**src/design/spm_pkg.sv**
```systemverilog
// spm_pkg: constants shared by the serial peripheral port core and its shifter.
// assumes a 250 MHz system clock; no register bus, controls are plain ports.
package spm_pkg;
    localparam int CLK_PERIOD_PS = 4000;
    // fastest serial bit rate in bits per second
    localparam int MAX_BIT_RATE = 2000000;
    localparam int BIT_PERIOD_PS = 500000;
    // half bit period in clocks, rounded up so the rate never exceeds the limit
    localparam int HALF_BIT_CYCLES = (BIT_PERIOD_PS / 2 + CLK_PERIOD_PS - 1) / CLK_PERIOD_PS;
    localparam int BYTE_BITS = 8;
    localparam int SS_DIR_BIT = 5;
    localparam logic [7:0] RX_RESET = 8'h00;
    typedef enum logic [1:0]
    {
        SPM_IDLE = 2'b00,
        SPM_LOW = 2'b01,
        SPM_HIGH = 2'b10
    } spm_state_t;
endpackage

```
**src/design/spm_shift.sv**
```systemverilog
// spm_shift: one byte shift register, msb first, loads and shifts on strobes.
// assumes strobes come from logic on the same clock.
`timescale 1ns/100ps
`default_nettype none
module spm_shift #(
    parameter int WIDTH = 8
) (
    input wire logic clk,
    input wire logic rst_b,
    input wire logic load,
    input wire logic [WIDTH-1:0] load_data,
    input wire logic sample,
    input wire logic sample_bit,
    input wire logic shift,
    output logic out_bit,
    output logic [WIDTH-1:0] data
);
    logic [WIDTH-1:0] sreg;
    logic [WIDTH-1:0] next_sreg;
    logic held;
    logic next_held;

    initial
    begin
        if (WIDTH < 2) $error("spm_shift width too small");
    end

    always_comb
    begin
        next_sreg = sreg;
        next_held = held;
        if (load)
            next_sreg = load_data;
        else if (sample)
            next_held = sample_bit;
        else if (shift)
            next_sreg = {sreg[WIDTH-2:0], held};
    end

    always_ff @(posedge clk or negedge rst_b)
    begin
        if (!rst_b)
        begin
            sreg <= '0;
            held <= 1'b0;
        end
        else
        begin
            sreg <= next_sreg;
            held <= next_held;
        end
    end

    assign out_bit = sreg[WIDTH-1];
    assign data = sreg;
endmodule
`default_nettype wire

```
**src/design/spm_core.sv**
```systemverilog
// spm_core: master or slave serial peripheral port, pin level, mode 0 timing.
// assumes pins come from outside; all pin inputs pass two flip-flops first.
`timescale 1ns/100ps
`default_nettype none
module spm_core (
    input wire logic clk,
    input wire logic rst_b,
    input wire logic port_enable,
    input wire logic master_select_bit,
    input wire logic intr_enable,
    input wire logic [7:0] port_direction_reg,
    input wire logic ss_gpo_value,
    input wire logic tx_write,
    input wire logic [7:0] tx_data,
    input wire logic clear_done,
    input wire logic clear_fault,
    input wire logic sck_in,
    input wire logic mosi_in,
    input wire logic miso_in,
    input wire logic ss_b_in,
    output logic sck_out,
    output logic sck_oe,
    output logic mosi_out,
    output logic mosi_oe,
    output logic miso_out,
    output logic miso_oe,
    output logic ss_b_out,
    output logic ss_b_oe,
    output logic [7:0] rx_data,
    output logic xfer_done,
    output logic mode_fault,
    output logic busy,
    output logic irq
);
    localparam int HB = spm_pkg::HALF_BIT_CYCLES;
    localparam logic [7:0] HB_M1 = 8'(HB - 1);
    localparam logic [3:0] LAST_BIT = 4'(spm_pkg::BYTE_BITS - 1);
    localparam int SS_DIR = spm_pkg::SS_DIR_BIT;

    logic [2:0] sck_s, next_sck_s;
    logic [1:0] mosi_s, miso_s, ss_s, next_mosi_s, next_miso_s, next_ss_s;
    spm_pkg::spm_state_t state, next_state;
    logic [7:0] hcnt, next_hcnt;
    logic [3:0] bitn, next_bitn;
    logic [7:0] next_rx_data;
    logic next_xfer_done, next_mode_fault, next_busy, next_irq;
    logic next_sck_out, next_sck_oe, next_mosi_oe, next_miso_oe;
    logic next_ss_b_out, next_ss_b_oe, next_mosi_out, next_miso_out;
    logic sh_load, sh_sample, sh_shift, sh_bit, sh_out, done_ev, byte_end, next_byte_end;
    logic [7:0] sh_data;
    logic sck_rise, sck_fall, ss_lo, ss_is_input, slave_sel;

    // two stage synchronisers; bit 0 first stage, bit 1 stable, sck bit 2 finds edges
    always_comb
    begin
        next_sck_s = {sck_s[1:0], sck_in};
        next_mosi_s = {mosi_s[0], mosi_in};
        next_miso_s = {miso_s[0], miso_in};
        next_ss_s = {ss_s[0], ss_b_in};
    end
    always_ff @(posedge clk or negedge rst_b)
    begin
        if (!rst_b)
        begin
            sck_s <= 3'h0;
            mosi_s <= 2'h0;
            miso_s <= 2'h0;
            ss_s <= 2'h3;
        end
        else
        begin
            sck_s <= next_sck_s;
            mosi_s <= next_mosi_s;
            miso_s <= next_miso_s;
            ss_s <= next_ss_s;
        end
    end
    assign sck_rise = sck_s[1] & ~sck_s[2];
    assign sck_fall = ~sck_s[1] & sck_s[2];
    assign ss_lo = ~ss_s[1];
    assign ss_is_input = ~master_select_bit | ~port_direction_reg[spm_pkg::SS_DIR_BIT];
    assign slave_sel = port_enable & ~master_select_bit & ss_lo;

    spm_shift #(
        .WIDTH(spm_pkg::BYTE_BITS)
    ) u_shift (
        .clk(clk),
        .rst_b(rst_b),
        .load(sh_load),
        .load_data(tx_data),
        .sample(sh_sample),
        .sample_bit(sh_bit),
        .shift(sh_shift),
        .out_bit(sh_out),
        .data(sh_data)
    );

    always_comb
    begin
        next_state = state;
        next_hcnt = hcnt;
        next_bitn = bitn;
        sh_load = 1'b0;
        sh_sample = 1'b0;
        sh_shift = 1'b0;
        sh_bit = master_select_bit ? miso_s[1] : mosi_s[1];
        done_ev = 1'b0;
        next_sck_out = 1'b0;
        case (state)
            spm_pkg::SPM_IDLE:
            begin
                next_bitn = 4'h0;
                next_hcnt = 8'h00;
                if (tx_write && port_enable && !(master_select_bit && ss_is_input && ss_lo))
                    sh_load = 1'b1;
                if ((sh_load && master_select_bit) || slave_sel)
                    next_state = spm_pkg::SPM_LOW;
            end
            spm_pkg::SPM_LOW:
            begin
                if (master_select_bit)
                begin
                    next_hcnt = hcnt + 8'h01;
                    if (hcnt == HB_M1)
                    begin
                        next_hcnt = 8'h00;
                        sh_sample = 1'b1;
                        next_state = spm_pkg::SPM_HIGH;
                    end
                end
                else if (!slave_sel)
                    next_state = spm_pkg::SPM_IDLE;
                else if (sck_rise)
                begin
                    sh_sample = 1'b1;
                    next_state = spm_pkg::SPM_HIGH;
                end
            end
            spm_pkg::SPM_HIGH:
            begin
                next_sck_out = master_select_bit;
                if (master_select_bit ? (hcnt == HB_M1) : sck_fall)
                begin
                    next_hcnt = 8'h00;
                    sh_shift = 1'b1;
                    next_bitn = bitn + 4'h1;
                    next_sck_out = 1'b0;
                    next_state = spm_pkg::SPM_LOW;
                    if (bitn == LAST_BIT)
                    begin
                        done_ev = 1'b1;
                        next_state = spm_pkg::SPM_IDLE;
                    end
                end
                else if (master_select_bit)
                    next_hcnt = hcnt + 8'h01;
                else if (!slave_sel)
                    next_state = spm_pkg::SPM_IDLE;
            end
            default:
                next_state = spm_pkg::SPM_IDLE;
        endcase
        if (!port_enable)
            next_state = spm_pkg::SPM_IDLE;
        if (master_select_bit && ss_is_input && ss_lo && state != spm_pkg::SPM_IDLE)
            next_state = spm_pkg::SPM_IDLE;
    end

    always_comb
    begin
        next_byte_end = done_ev;
        next_xfer_done = (xfer_done & ~clear_done) | byte_end;
        next_rx_data = byte_end ? sh_data : rx_data;
        // low select on master is fault when the select pin is an input
        next_mode_fault = (mode_fault & ~clear_fault)
            | (port_enable & master_select_bit & ss_is_input & ss_lo);
        next_irq = intr_enable & (next_xfer_done | next_mode_fault);
        next_busy = next_state != spm_pkg::SPM_IDLE;
        next_sck_oe = port_enable & master_select_bit;
        next_mosi_oe = port_enable & master_select_bit;
        next_mosi_out = (next_state == spm_pkg::SPM_IDLE) ? 1'b0 : sh_out;
        next_miso_out = sh_out;
        next_miso_oe = slave_sel;
        next_ss_b_oe = ~ss_is_input;
        next_ss_b_out = ss_gpo_value;
        if (sh_load)
        begin
            next_mosi_out = tx_data[7];
            next_miso_out = tx_data[7];
        end
        else if (sh_shift)
        begin
            next_mosi_out = sh_data[6];
            next_miso_out = sh_data[6];
        end
    end

    always_ff @(posedge clk or negedge rst_b)
    begin
        if (!rst_b)
        begin
            state <= spm_pkg::SPM_IDLE;
            hcnt <= 8'h00;
            bitn <= 4'h0;
            rx_data <= spm_pkg::RX_RESET;
            xfer_done <= 1'b0;
            mode_fault <= 1'b0;
            busy <= 1'b0;
            irq <= 1'b0;
            byte_end <= 1'b0;
            sck_out <= 1'b0;
            sck_oe <= 1'b0;
            mosi_out <= 1'b0;
            mosi_oe <= 1'b0;
            miso_out <= 1'b0;
            miso_oe <= 1'b0;
            ss_b_out <= 1'b1;
            ss_b_oe <= 1'b0;
        end
        else
        begin
            state <= next_state;
            hcnt <= next_hcnt;
            bitn <= next_bitn;
            rx_data <= next_rx_data;
            xfer_done <= next_xfer_done;
            mode_fault <= next_mode_fault;
            busy <= next_busy;
            irq <= next_irq;
            byte_end <= next_byte_end;
            sck_out <= next_sck_out;
            sck_oe <= next_sck_oe;
            mosi_out <= next_mosi_out;
            mosi_oe <= next_mosi_oe;
            miso_out <= next_miso_out;
            miso_oe <= next_miso_oe;
            ss_b_out <= next_ss_b_out;
            ss_b_oe <= next_ss_b_oe;
        end
    end

    a_slave_ss_in: assert property (@(posedge clk) disable iff (!rst_b)
        !master_select_bit |=> !ss_b_oe) else $error("select driven in slave role");
    a_desel_float: assert property (@(posedge clk) disable iff (!rst_b)
        (!master_select_bit && !ss_lo) |=> !miso_oe) else $error("miso driven while deselected");
    a_gpo_follow: assert property (@(posedge clk) disable iff (!rst_b)
        (master_select_bit && port_direction_reg[SS_DIR]) |=> (ss_b_oe && ss_b_out == $past(ss_gpo_value)))
        else $error("select output not following value");
    a_fault_set: assert property (@(posedge clk) disable iff (!rst_b)
        (port_enable && master_select_bit && !port_direction_reg[SS_DIR] && ss_lo) |=> mode_fault)
        else $error("mode fault missed");
    a_fault_hold: assert property (@(posedge clk) disable iff (!rst_b)
        (mode_fault && !clear_fault) |=> mode_fault) else $error("mode fault lost");
    a_done_hold: assert property (@(posedge clk) disable iff (!rst_b)
        (xfer_done && !clear_done) |=> xfer_done) else $error("done flag lost");
    a_master_sck: assert property (@(posedge clk) disable iff (!rst_b)
        (port_enable && master_select_bit) |=> sck_oe) else $error("master clock not driven");
    a_sck_width: assert property (@(posedge clk) disable iff (!rst_b)
        ($rose(sck_out) && master_select_bit && port_enable && !ss_is_input)
        |-> sck_out [*8]) else $error("serial clock high too short");
    a_irq_mask: assert property (@(posedge clk) disable iff (!rst_b)
        irq |-> $past(intr_enable)) else $error("interrupt without enable");
endmodule
`default_nettype wire

```
**config.mk**
```make
export PLATFORM = sky130hd
export DESIGN_NAME = spm_core
export DESIGN_NICKNAME = d
export VERILOG_FILES = /design/src/design/spm_pkg.sv /design/src/design/spm_shift.sv /design/src/design/spm_core.sv
export SDC_FILE = /design/constraint.sdc
export NUM_CORES = 1
export LEC_CHECK = 0
export BUFFER_PORTS_ARGS = -buffer_cell sky130_fd_sc_hd__buf_2
export CAP_MARGIN = 20
export CORE_MARGIN = 3
export CORE_UTILIZATION = 54
export DETAILED_ROUTE_END_ITERATION = 10
export GPL_ROUTABILITY_DRIVEN = 0
export HOLD_SLACK_MARGIN = 0.05
export PLACE_DENSITY = 0.76
export SETUP_SLACK_MARGIN = 0.5
export SLEW_MARGIN = 20
export SYNTH_ARGS = -nofsm -noshare
export SYNTH_HDL_FRONTEND = slang
export SYNTH_HIERARCHICAL = 1
export SYNTH_SLANG_ARGS = --single-unit
export TNS_END_PERCENT = 10
```
**constraint.sdc**
```tcl
create_clock -name clk -period 2.2 [get_ports clk]
set_input_delay 0.33 -clock clk [delete_from_list [all_inputs] [get_ports clk]]
set_output_delay 0.33 -clock clk [all_outputs]
set_load 0.005 [all_outputs]
```
# == Word-level counts from Yosys, hierarchy flattened ==
# Index checks and enable logic that the tools add are counted.
# op_classes
addsub,2
n_eq_ne,8
mux,44
n_bitwise,23
n_reduce_logical,19
# ops
operator,count
2-to-1 mux 8 bit,7
case mux 8 bit (3 select lines),1
2-to-1 mux 1 bit,23
2-to-1 mux 2 bit,10
bitwise AND 1 bit,10
inverter 1 bit,9
adder 8 x 1 -> 8 bit (second input constant),1
== test 8 x 6 -> 1 bit (second input constant),1
case mux 4 bit (2 select lines),1
nonzero test 2 bit,4
logical AND 1 bit,6
inequality test 2 bit (second input constant),3
case mux 2 bit (3 select lines),1
AND reduction 2 bit,3
adder 4 x 1 -> 4 bit (second input constant),1
== test 4 x 3 -> 1 bit (second input constant),1
zero test 2 bit,2
2-to-1 mux 4 bit,1
bitwise OR 1 bit,4
inequality test 3 bit (second input constant),1
AND reduction 3 bit,1
nonzero test 3 bit,1
== test 2 x 1 -> 1 bit (second input constant),1
== test 2 bit (second input constant),1
other kinds (2),2
# word_totals
reg_bits,52
inputBits,29

# == Longest topological paths before layout ==
# Gate-level depths: netlist (run 1).
# logic_depth
depth_word,18
depth_mapped,10
depth_no_buf,8

# == Cells and area by module ==
# The synthesis (run 1) kept the hierarchy.
# by_module_without_submodules
module,instances,cells_per_inst,area_each_um2,seq_area_each_um2
spm_core,1,173,1961.9,1079.8
spm_shift,1,40,481.7,225.2

# == Worst setup path after synthesis (run 1) ==
# OpenSTA, ideal clock, no wires.
# synth_timing
kind,reg-to-reg
startpoint,register hcnt[0]
endpoint,"register u_shift.sreg[2], in the netlist u_shift/data[2]"
setup_time_ps,126
arrival_ps,1891
t_required_ps,2074
path_slack_ps,183
path_stages_with_launch,9
n_path_buf,1
cell_sequence,dfrtp_1 inv_1 ha_1 and4bb_2 and3_2 o21a_1 nand2b_1 buf_2 a221o_1
# synth_between
elab_chain_cells,6
# synth_lines
item,line_no,rtl
"start, declared",spm_core.sv:43,"logic [7:0] hcnt, next_hcnt;"
"start signal, assigned",spm_core.sv:223,hcnt <= next_hcnt;
== test 8 x 6 -> 1 bit,spm_core.sv:124,if (hcnt == HB_M1)
2-to-1 mux 1 bit,spm_core.sv:124,
2-to-1 mux 1 bit,spm_core.sv:121,if (master_select_bit)
2-to-1 mux 1 bit,spm_core.sv:109,case (state)
via sh_sample,spm_core.sv:49,"logic sh_load, sh_sample, sh_shift, sh_bit, sh_out, done_ev, byte_end, next_byte_end;"
inequality test 2 bit (no line),-,
AND reduction 2 bit (no line),-,
"end signal, assigned",spm_shift.sv:49,sreg <= next_sreg;
"end, declared",spm_shift.sv:18,logic [WIDTH-1:0] sreg;
# The timed path passes the listed nets, and every way through them passes these cells.
# A chain may end at the register's enable or synchronous reset.

# == Worst setup path in the final report (run 1) ==
# layout_timing
startpoint,register hcnt[0]
endpoint,"register u_shift.sreg[0], in the netlist u_shift/data[0]"
# The elaborated chain is that of the path after synthesis.

==> metrics.cfg, run 1 <==
[power]
swShare=0.2531
power_leakage_nw=1.388
peakVddDrop_mv=0.5067
power_mw=1.812
power_frac_comb=0.126
p_int_mw=1.353
powerDensity_mw_per_mm2=600.7
p_clk_frac=0.297
p_sw_mw=0.4587
seq_power_share=0.577

[timing]
fin_ws_ns=0.1085
setup_viol=0
fmax_ghz=0.4781
tns_ns=0
slew_violations=0
tightest_slew_ns=0.5609
rsz0062_at_grt=true
period_share=0.9507
max_slew_margin=0.6252
timing.final.hold_violations=0
post-route-min-period_ns=2.091
fin_skew_ns=0.006715

[detailed_routing]
firstDrtPassIters=4
avgViaCountPerCell=5.737
wl_mm=4.813
post_drt_wl_per_cell_um=15.28
drtIter0Drc=89
vias=1807
antenna_left=0
drc_errors=0

[clock_tree]
clk_pin_slew_ns=0.09
h-tree-depth=2
tritoncts=built
cts_made_buffers=5
cts_root_buf=clkbuf_8
clock_latency_ns=0.30
cts_sinks=52
clock_path_buffers=2

[synth]
yosys_warnings=6
synthSimpleGateAreaFrac=0.1787
synth_cells=213
synth_seq_area_share=0.5341
synthesis.nets=250
synth_mux_area_frac=0.05428
ys.flop_type=dfrtp_1
synth-adder-area-share=0.04096
ys_seq_elements=52
synth_edf_count=0
synth_xor_area_frac=0.01792
synth_compound_area_frac=0.1347
ys_types=46
synth_area_sq_mm=0.002444
synth_top_family_by_area=simple AND/OR/NAND/NOR gates
async_reset_ff_frac=1.000
synth.avg_cell_area_sq_um=11.47

[min_path]
holdCritPathClass=in -> reg
min_from=ss_b_in

[die]
die_height_um=73.27
initial_utilization=0.5856
core_area_sq_mm=0.004173
row_count=23
die_area_sq_mm=0.005368
die_w_um=73.27
pin_count=49

[critical_path]
cp-end-kind=flip-flop
critPathLaunchType=flip-flop
worstSetupPathType=reg -> reg
path_max_fanout=8
crit_required_ns=2.44
worstPathArrival_ns=2.33
startpoint=hcnt[0]$_DFFE_PN0P_
r2r_start=hcnt[0]$_DFFE_PN0P_

[cells_and_area]
drive_gt1_frac=0.3774
fin_cells=315
area_growth_pct=23.45
diodes=0
fin_nets=301

[job]
maxCapViolCount=0

[global_routing]
grt_usage=0.1863
grt_max_degree=30
overflow=0
grt_pass1_vias=1662
grt_pass1_wl_mm=7.707
antenna_found_initial=0

[placement]
place_hpwl_mm=3.210
placed_cells=300
place_ws_ns=0.1688
port_buffers=41

[status]
outcome=finished, final reports clean

==> timing repair <==
action                                  4_1_cts  5_1_grt
endpoints found under the setup margin       26       26
endpoints found under the hold margin        22        0
cloned                                        1        0
hold buffers                                  1        0
setup buffers                                 2        3
pin swaps                                     1        4
resized for setup                             5       22
==> worst paths after layout <==
kind | to | cells after the start | slack (ns)
max | u_shift/data[0]$_DFFE_PN0P_ | 8 | 0.11
min | ss_s[0]$_DFF_PN1_ | 1 | 0.12
max reg2reg | u_shift/data[0]$_DFFE_PN0P_ | 8 | 0.11
min reg2reg | sck_s[1]$_DFF_PN0_ | 0 | 0.36
max in group asynchronous | ss_s[0]$_DFF_PN1_ | 3 | 1.06
min in group asynchronous | hcnt[1]$_DFFE_PN0P_ | 2 | 0.54
==> per-layer routing <==
layer,wire length [um],vias to the layer above,track usage
met1,2325,897,0.2649
met3,242,5,0.05198
met2,2208,45,0.2850
met5,0,-,0
met4,37,0,0.04303
li1,-,860,-
==> stage by stage <==
stage	cell area [sq um]	util	hold WS (ns)
floorplan	2472	-	0.03441
global placement	2741	0.6570	0.3327
detailed placement	2741	0.6570	0.3363
CTS	2873	0.6885	0.1094
global route	3017	0.7229	0.09871
finish	3017	0.7229	0.1159
==> logic make-up (layout without fill, tap and decap cells) <==
logic type      Yosys count  after routing
compound gates           45             45
xor+xnor                  5              5
fa+ha+maj                 8              8
buf+inv                  18             70
flops                    52             52
mux                      12             12
simple gates             73             73
==> sequential cells by signal, indices dropped and copies added, names as in the netlist, 2 cells and up <==
| signal | flops |
|---|---|
| sck_s | 3 |
| bitn | 4 |
| miso_s | 2 |
| mosi_s | 2 |
| hcnt | 8 |
| rx_data | 8 |
| u_shift/data | 8 |
| ss_s | 2 |
| state | 2 |
==> synthesized netlist by cell type, drive strengths merged (7+ instances only) <==
| library cell | count | area [sq um] |
|---|---|---|
| dfrtp | 49 | 1226 |
| nand2 | 15 | 56.30 |
| nor2b | 15 | 93.84 |
| mux2 | 10 | 112.6 |
| o21ai | 10 | 50.04 |
| buf | 9 | 62.55 |
| nor2 | 9 | 33.78 |
| a21oi | 8 | 43.79 |
| a221o | 8 | 80.08 |
| ha | 8 | 100.1 |
| nor4bb | 8 | 80.08 |
| inv | 7 | 26.28 |
==> cell usage in the layout, fill, tap and decap left out, drive strengths merged, types with 2 or more instances in the layout <==
master	instances
buf	53
dfrtp	49
nor2b	15
nand2	15
mux2	10
o21ai	10
nor2	9
a221o	8
ha	8
nor4bb	8
a21oi	8
inv	7
clkbuf	6
nor3	4
nand3	4
nand2b	4
nand3b	3
o22ai	3
and2	3
xnor2	3
dfstp	3
o31ai	3
a21o	2
and3	2
nor3b	2
mux2i	2
a21boi	2
xor2	2
clkinvlp	2
o21a	2
==> power by group through the flow <==
stage,Sequential (mW),Combinational (mW),Clock [mW]
after detailed placement,1.06,0.206,0
after global placement,1.06,0.202,0
after floorplan,1.05,0.129,0
after CTS,1.04,0.211,0.551
final,1.05,0.228,0.539
after global routing,1.05,0.252,0.593
==> final cells by class <==
class / instances / area (sq um)
Timing Repair inverter: 1 / 7.507
Multi-Input combinational cell: 143 / 1195
Fill cell: 296 / 1156
Clock inverter: 2 / 16.27
Sequential cell: 52 / 1306
Timing Repair Buffer: 54 / 330.3
Inverter: 7 / 26.28
Tap cell: 50 / 62.56
Clock buffer: 6 / 72.57
==> worst max-delay path, stage by stage, from the launching register on <==
cell      delay (ns)
dfrtp_1         0.36
inv_1           0.05
ha_1            0.19
and4bb_2        0.28
and3_4          0.19
o21a_4          0.23
buf_4           0.15
nor4bb_1        0.38
a221o_1         0.19
No activity file was read; power rests on OpenSTA's default activity.
==> run 2, diff against run 1 <==
PLACE_DENSITY = unset   (was 0.76)
PLACE_DENSITY_LB_ADDON = 0.3   (was unset)
==> run 2 against run 1 <==
  * Flip-flop and latch count unchanged
  * Critical endpoint is now mosi_out$_DFF_PN0_
  * Critical path type unchanged
  * Die area is the same
  * Setup slack improved by 0.098 ns
==> metrics.cfg, run 2 (synthesis gave the netlist of run 1 again) <==
[status]
outcome=finished, final reports clean

[cells_and_area]
layout_common_cells=dfrtp_1 (48), buf_2 (41), nor2b_1 (15)
layout_commonest_cell=dfrtp_1
fin_nets=305
drive_gt1_frac=0.3881
fin_cells=318
area_growth_pct=24.83
diodes=0

[power]
peakVddDrop_mv=0.4297
powerDensity_mw_per_mm2=601.6
power_leakage_nw=1.409

[global_routing]
grt_usage=0.1785
overflow=0
grt_max_degree=30
antenna_found_initial=0
grt_pass1_vias=1628
grt_pass1_wl_mm=7.320

[critical_path]
r2r_slack_ns=0.21
r2r_end=mosi_out$_DFF_PN0_
reg2reg_depth=7
path_cells=ha_4 > and4bb_2 > a311oi_2 > buf_4 > o32ai_4 > a211o_1 > a21oi_2
path_max_fanout=4
r2r_start=hcnt[1]$_DFFE_PN0P_
startpoint=hcnt[1]$_DFFE_PN0P_
cp_top_family=compound AO/OA/AOI/OAI gates
cp-end-kind=flip-flop
worst-path-buf-inv=1
crit_required_ns=2.44
worstSetupPathType=reg -> reg
cp_slowest_cell=dfrtp_1
cpPeakStageDelay_ns=0.43
worstPathArrival_ns=2.23
critPathLaunchType=flip-flop

[timing]
fin_skew_ns=0.004585
tightest_slew_ns=0.5347
fin_ws_ns=0.2067
max_slew_margin=0.6435
timing.final.hold_violations=0
period_share=0.9061
slew_violations=0
fmax_ghz=0.5017
post-route-min-period_ns=1.993
setup_viol=0
tns_ns=0
rsz0062_at_grt=true

[die]
die_w_um=73.27
row_count=23
pin_count=49
die_height_um=73.27
core_area_sq_mm=0.004173
die_area_sq_mm=0.005368
initial_utilization=0.5856

[clock_tree]
cts_root_buf=clkbuf_8
tritoncts=built
clock_latency_ns=0.30
cts_made_buffers=5
h-tree-depth=2
clock_path_buffers=2
clk_pin_slew_ns=0.09
cts_sinks=52

[placement]
placed_cells=300
place_hpwl_mm=3.170
port_buffers=41
place_ws_ns=0.1719

[detailed_routing]
avgViaCountPerCell=5.723
post_drt_wl_per_cell_um=16.19
wl_mm=5.150
drc_errors=0
firstDrtPassIters=4
vias=1820
drtIter0Drc=113
antenna_left=0

[min_path]
hold_depth=1
hold_end=ss_s[0]$_DFF_PN1_
min_from=ss_b_in
holdCritPathClass=in -> reg

[job]
maxCapViolCount=0

-- run 2: cell types whose count changed in the layout (fill, tap and decap cells not counted), moves of 2 or more --
cell | before | now
buf_4 | 10 | 13
o21ai_0 | 6 | 9
clkinvlp_4 | 2 | 0
ha_1 | 6 | 4
ha_4 | 1 | 3
nor4bb_1 | 5 | 7
nor4bb_2 | 2 | 0
o21ai_1 | 3 | 1
o31ai_4 | 2 | 0
-- run 2: final cells by class --
type	instances	area, sq um
Timing Repair Buffer	58	364.1
Inverter	7	28.78
Fill cell	279	1122
Tap cell	50	62.56
Multi-Input combinational cell	144	1197
Clock buffer	6	82.58
Sequential cell	52	1306
Clock inverter	1	8.758
-- run 2: worst reg2reg max path: stages (launching register included) --
cell and delay (ns):
dfrtp_1 0.43, ha_4 0.17, and4bb_2 0.27, a311oi_2 0.36
buf_4 0.19, o32ai_4 0.08, a211o_1 0.32, a21oi_2 0.11
-- run 2: per-stage QoR --
stage,utilization,power (mW),instance area [sq um],hold slack (ns)
after floorplan,-,1.182,2472,0.03441
after global placement,0.6570,1.261,2741,0.3332
after detailed placement,0.6570,1.269,2741,0.3372
after CTS,0.6933,1.824,2893,0.1089
after global routing,0.7310,1.912,3050,0.1030
final,0.7310,1.835,3050,0.1172
-- run 2: timing repair --
action                                  4_1_cts  5_1_grt
gates cloned                                  0        1
gates resized for setup                       4       22
pin swaps                                     4        7
endpoints found under the setup margin       26       26
hold endpoints to repair                     23        0
hold buffers                                  1        0
setup buffers                                 5        4
-- run 2: how the worst max path moves through the flow --
| stage | endpoint | slack [ns] | cells after the start |
|---|---|---|---|
| 2_1_floorplan | u_shift/data[0]$_DFFE_PN0P_ | 0.31 | 8 |
| 3_3_place_gp | hcnt[7]$_DFFE_PN0P_ | 0.25 | 7 |
| 3_5_place_dp | hcnt[7]$_DFFE_PN0P_ | 0.17 | 7 |
| 4_1_cts | u_shift/data[6]$_DFFE_PN0P_ | 0.28 | 8 |
| 5_1_grt | mosi_out$_DFF_PN0_ | 0.11 | 8 |
| 6_report | mosi_out$_DFF_PN0_ | 0.21 | 7 |
-- run 2: routing by layer --
metal | global-route usage | vias up | part of all wire
met5 | 0 | - | 0
met4 | 0.07582 | 0 | 0.018
met3 | 0.04788 | 10 | 0.052
met2 | 0.2771 | 47 | 0.50
met1 | 0.2361 | 889 | 0.43
li1 | - | 874 | -
-- run 2: report_power, final --
group / internal [mW] / total (mW) / switching [mW]
registers: 1.01 / 1.04 / 0.0334
logic: 0.119 / 0.235 / 0.116
clock network: 0.251 / 0.556 / 0.305
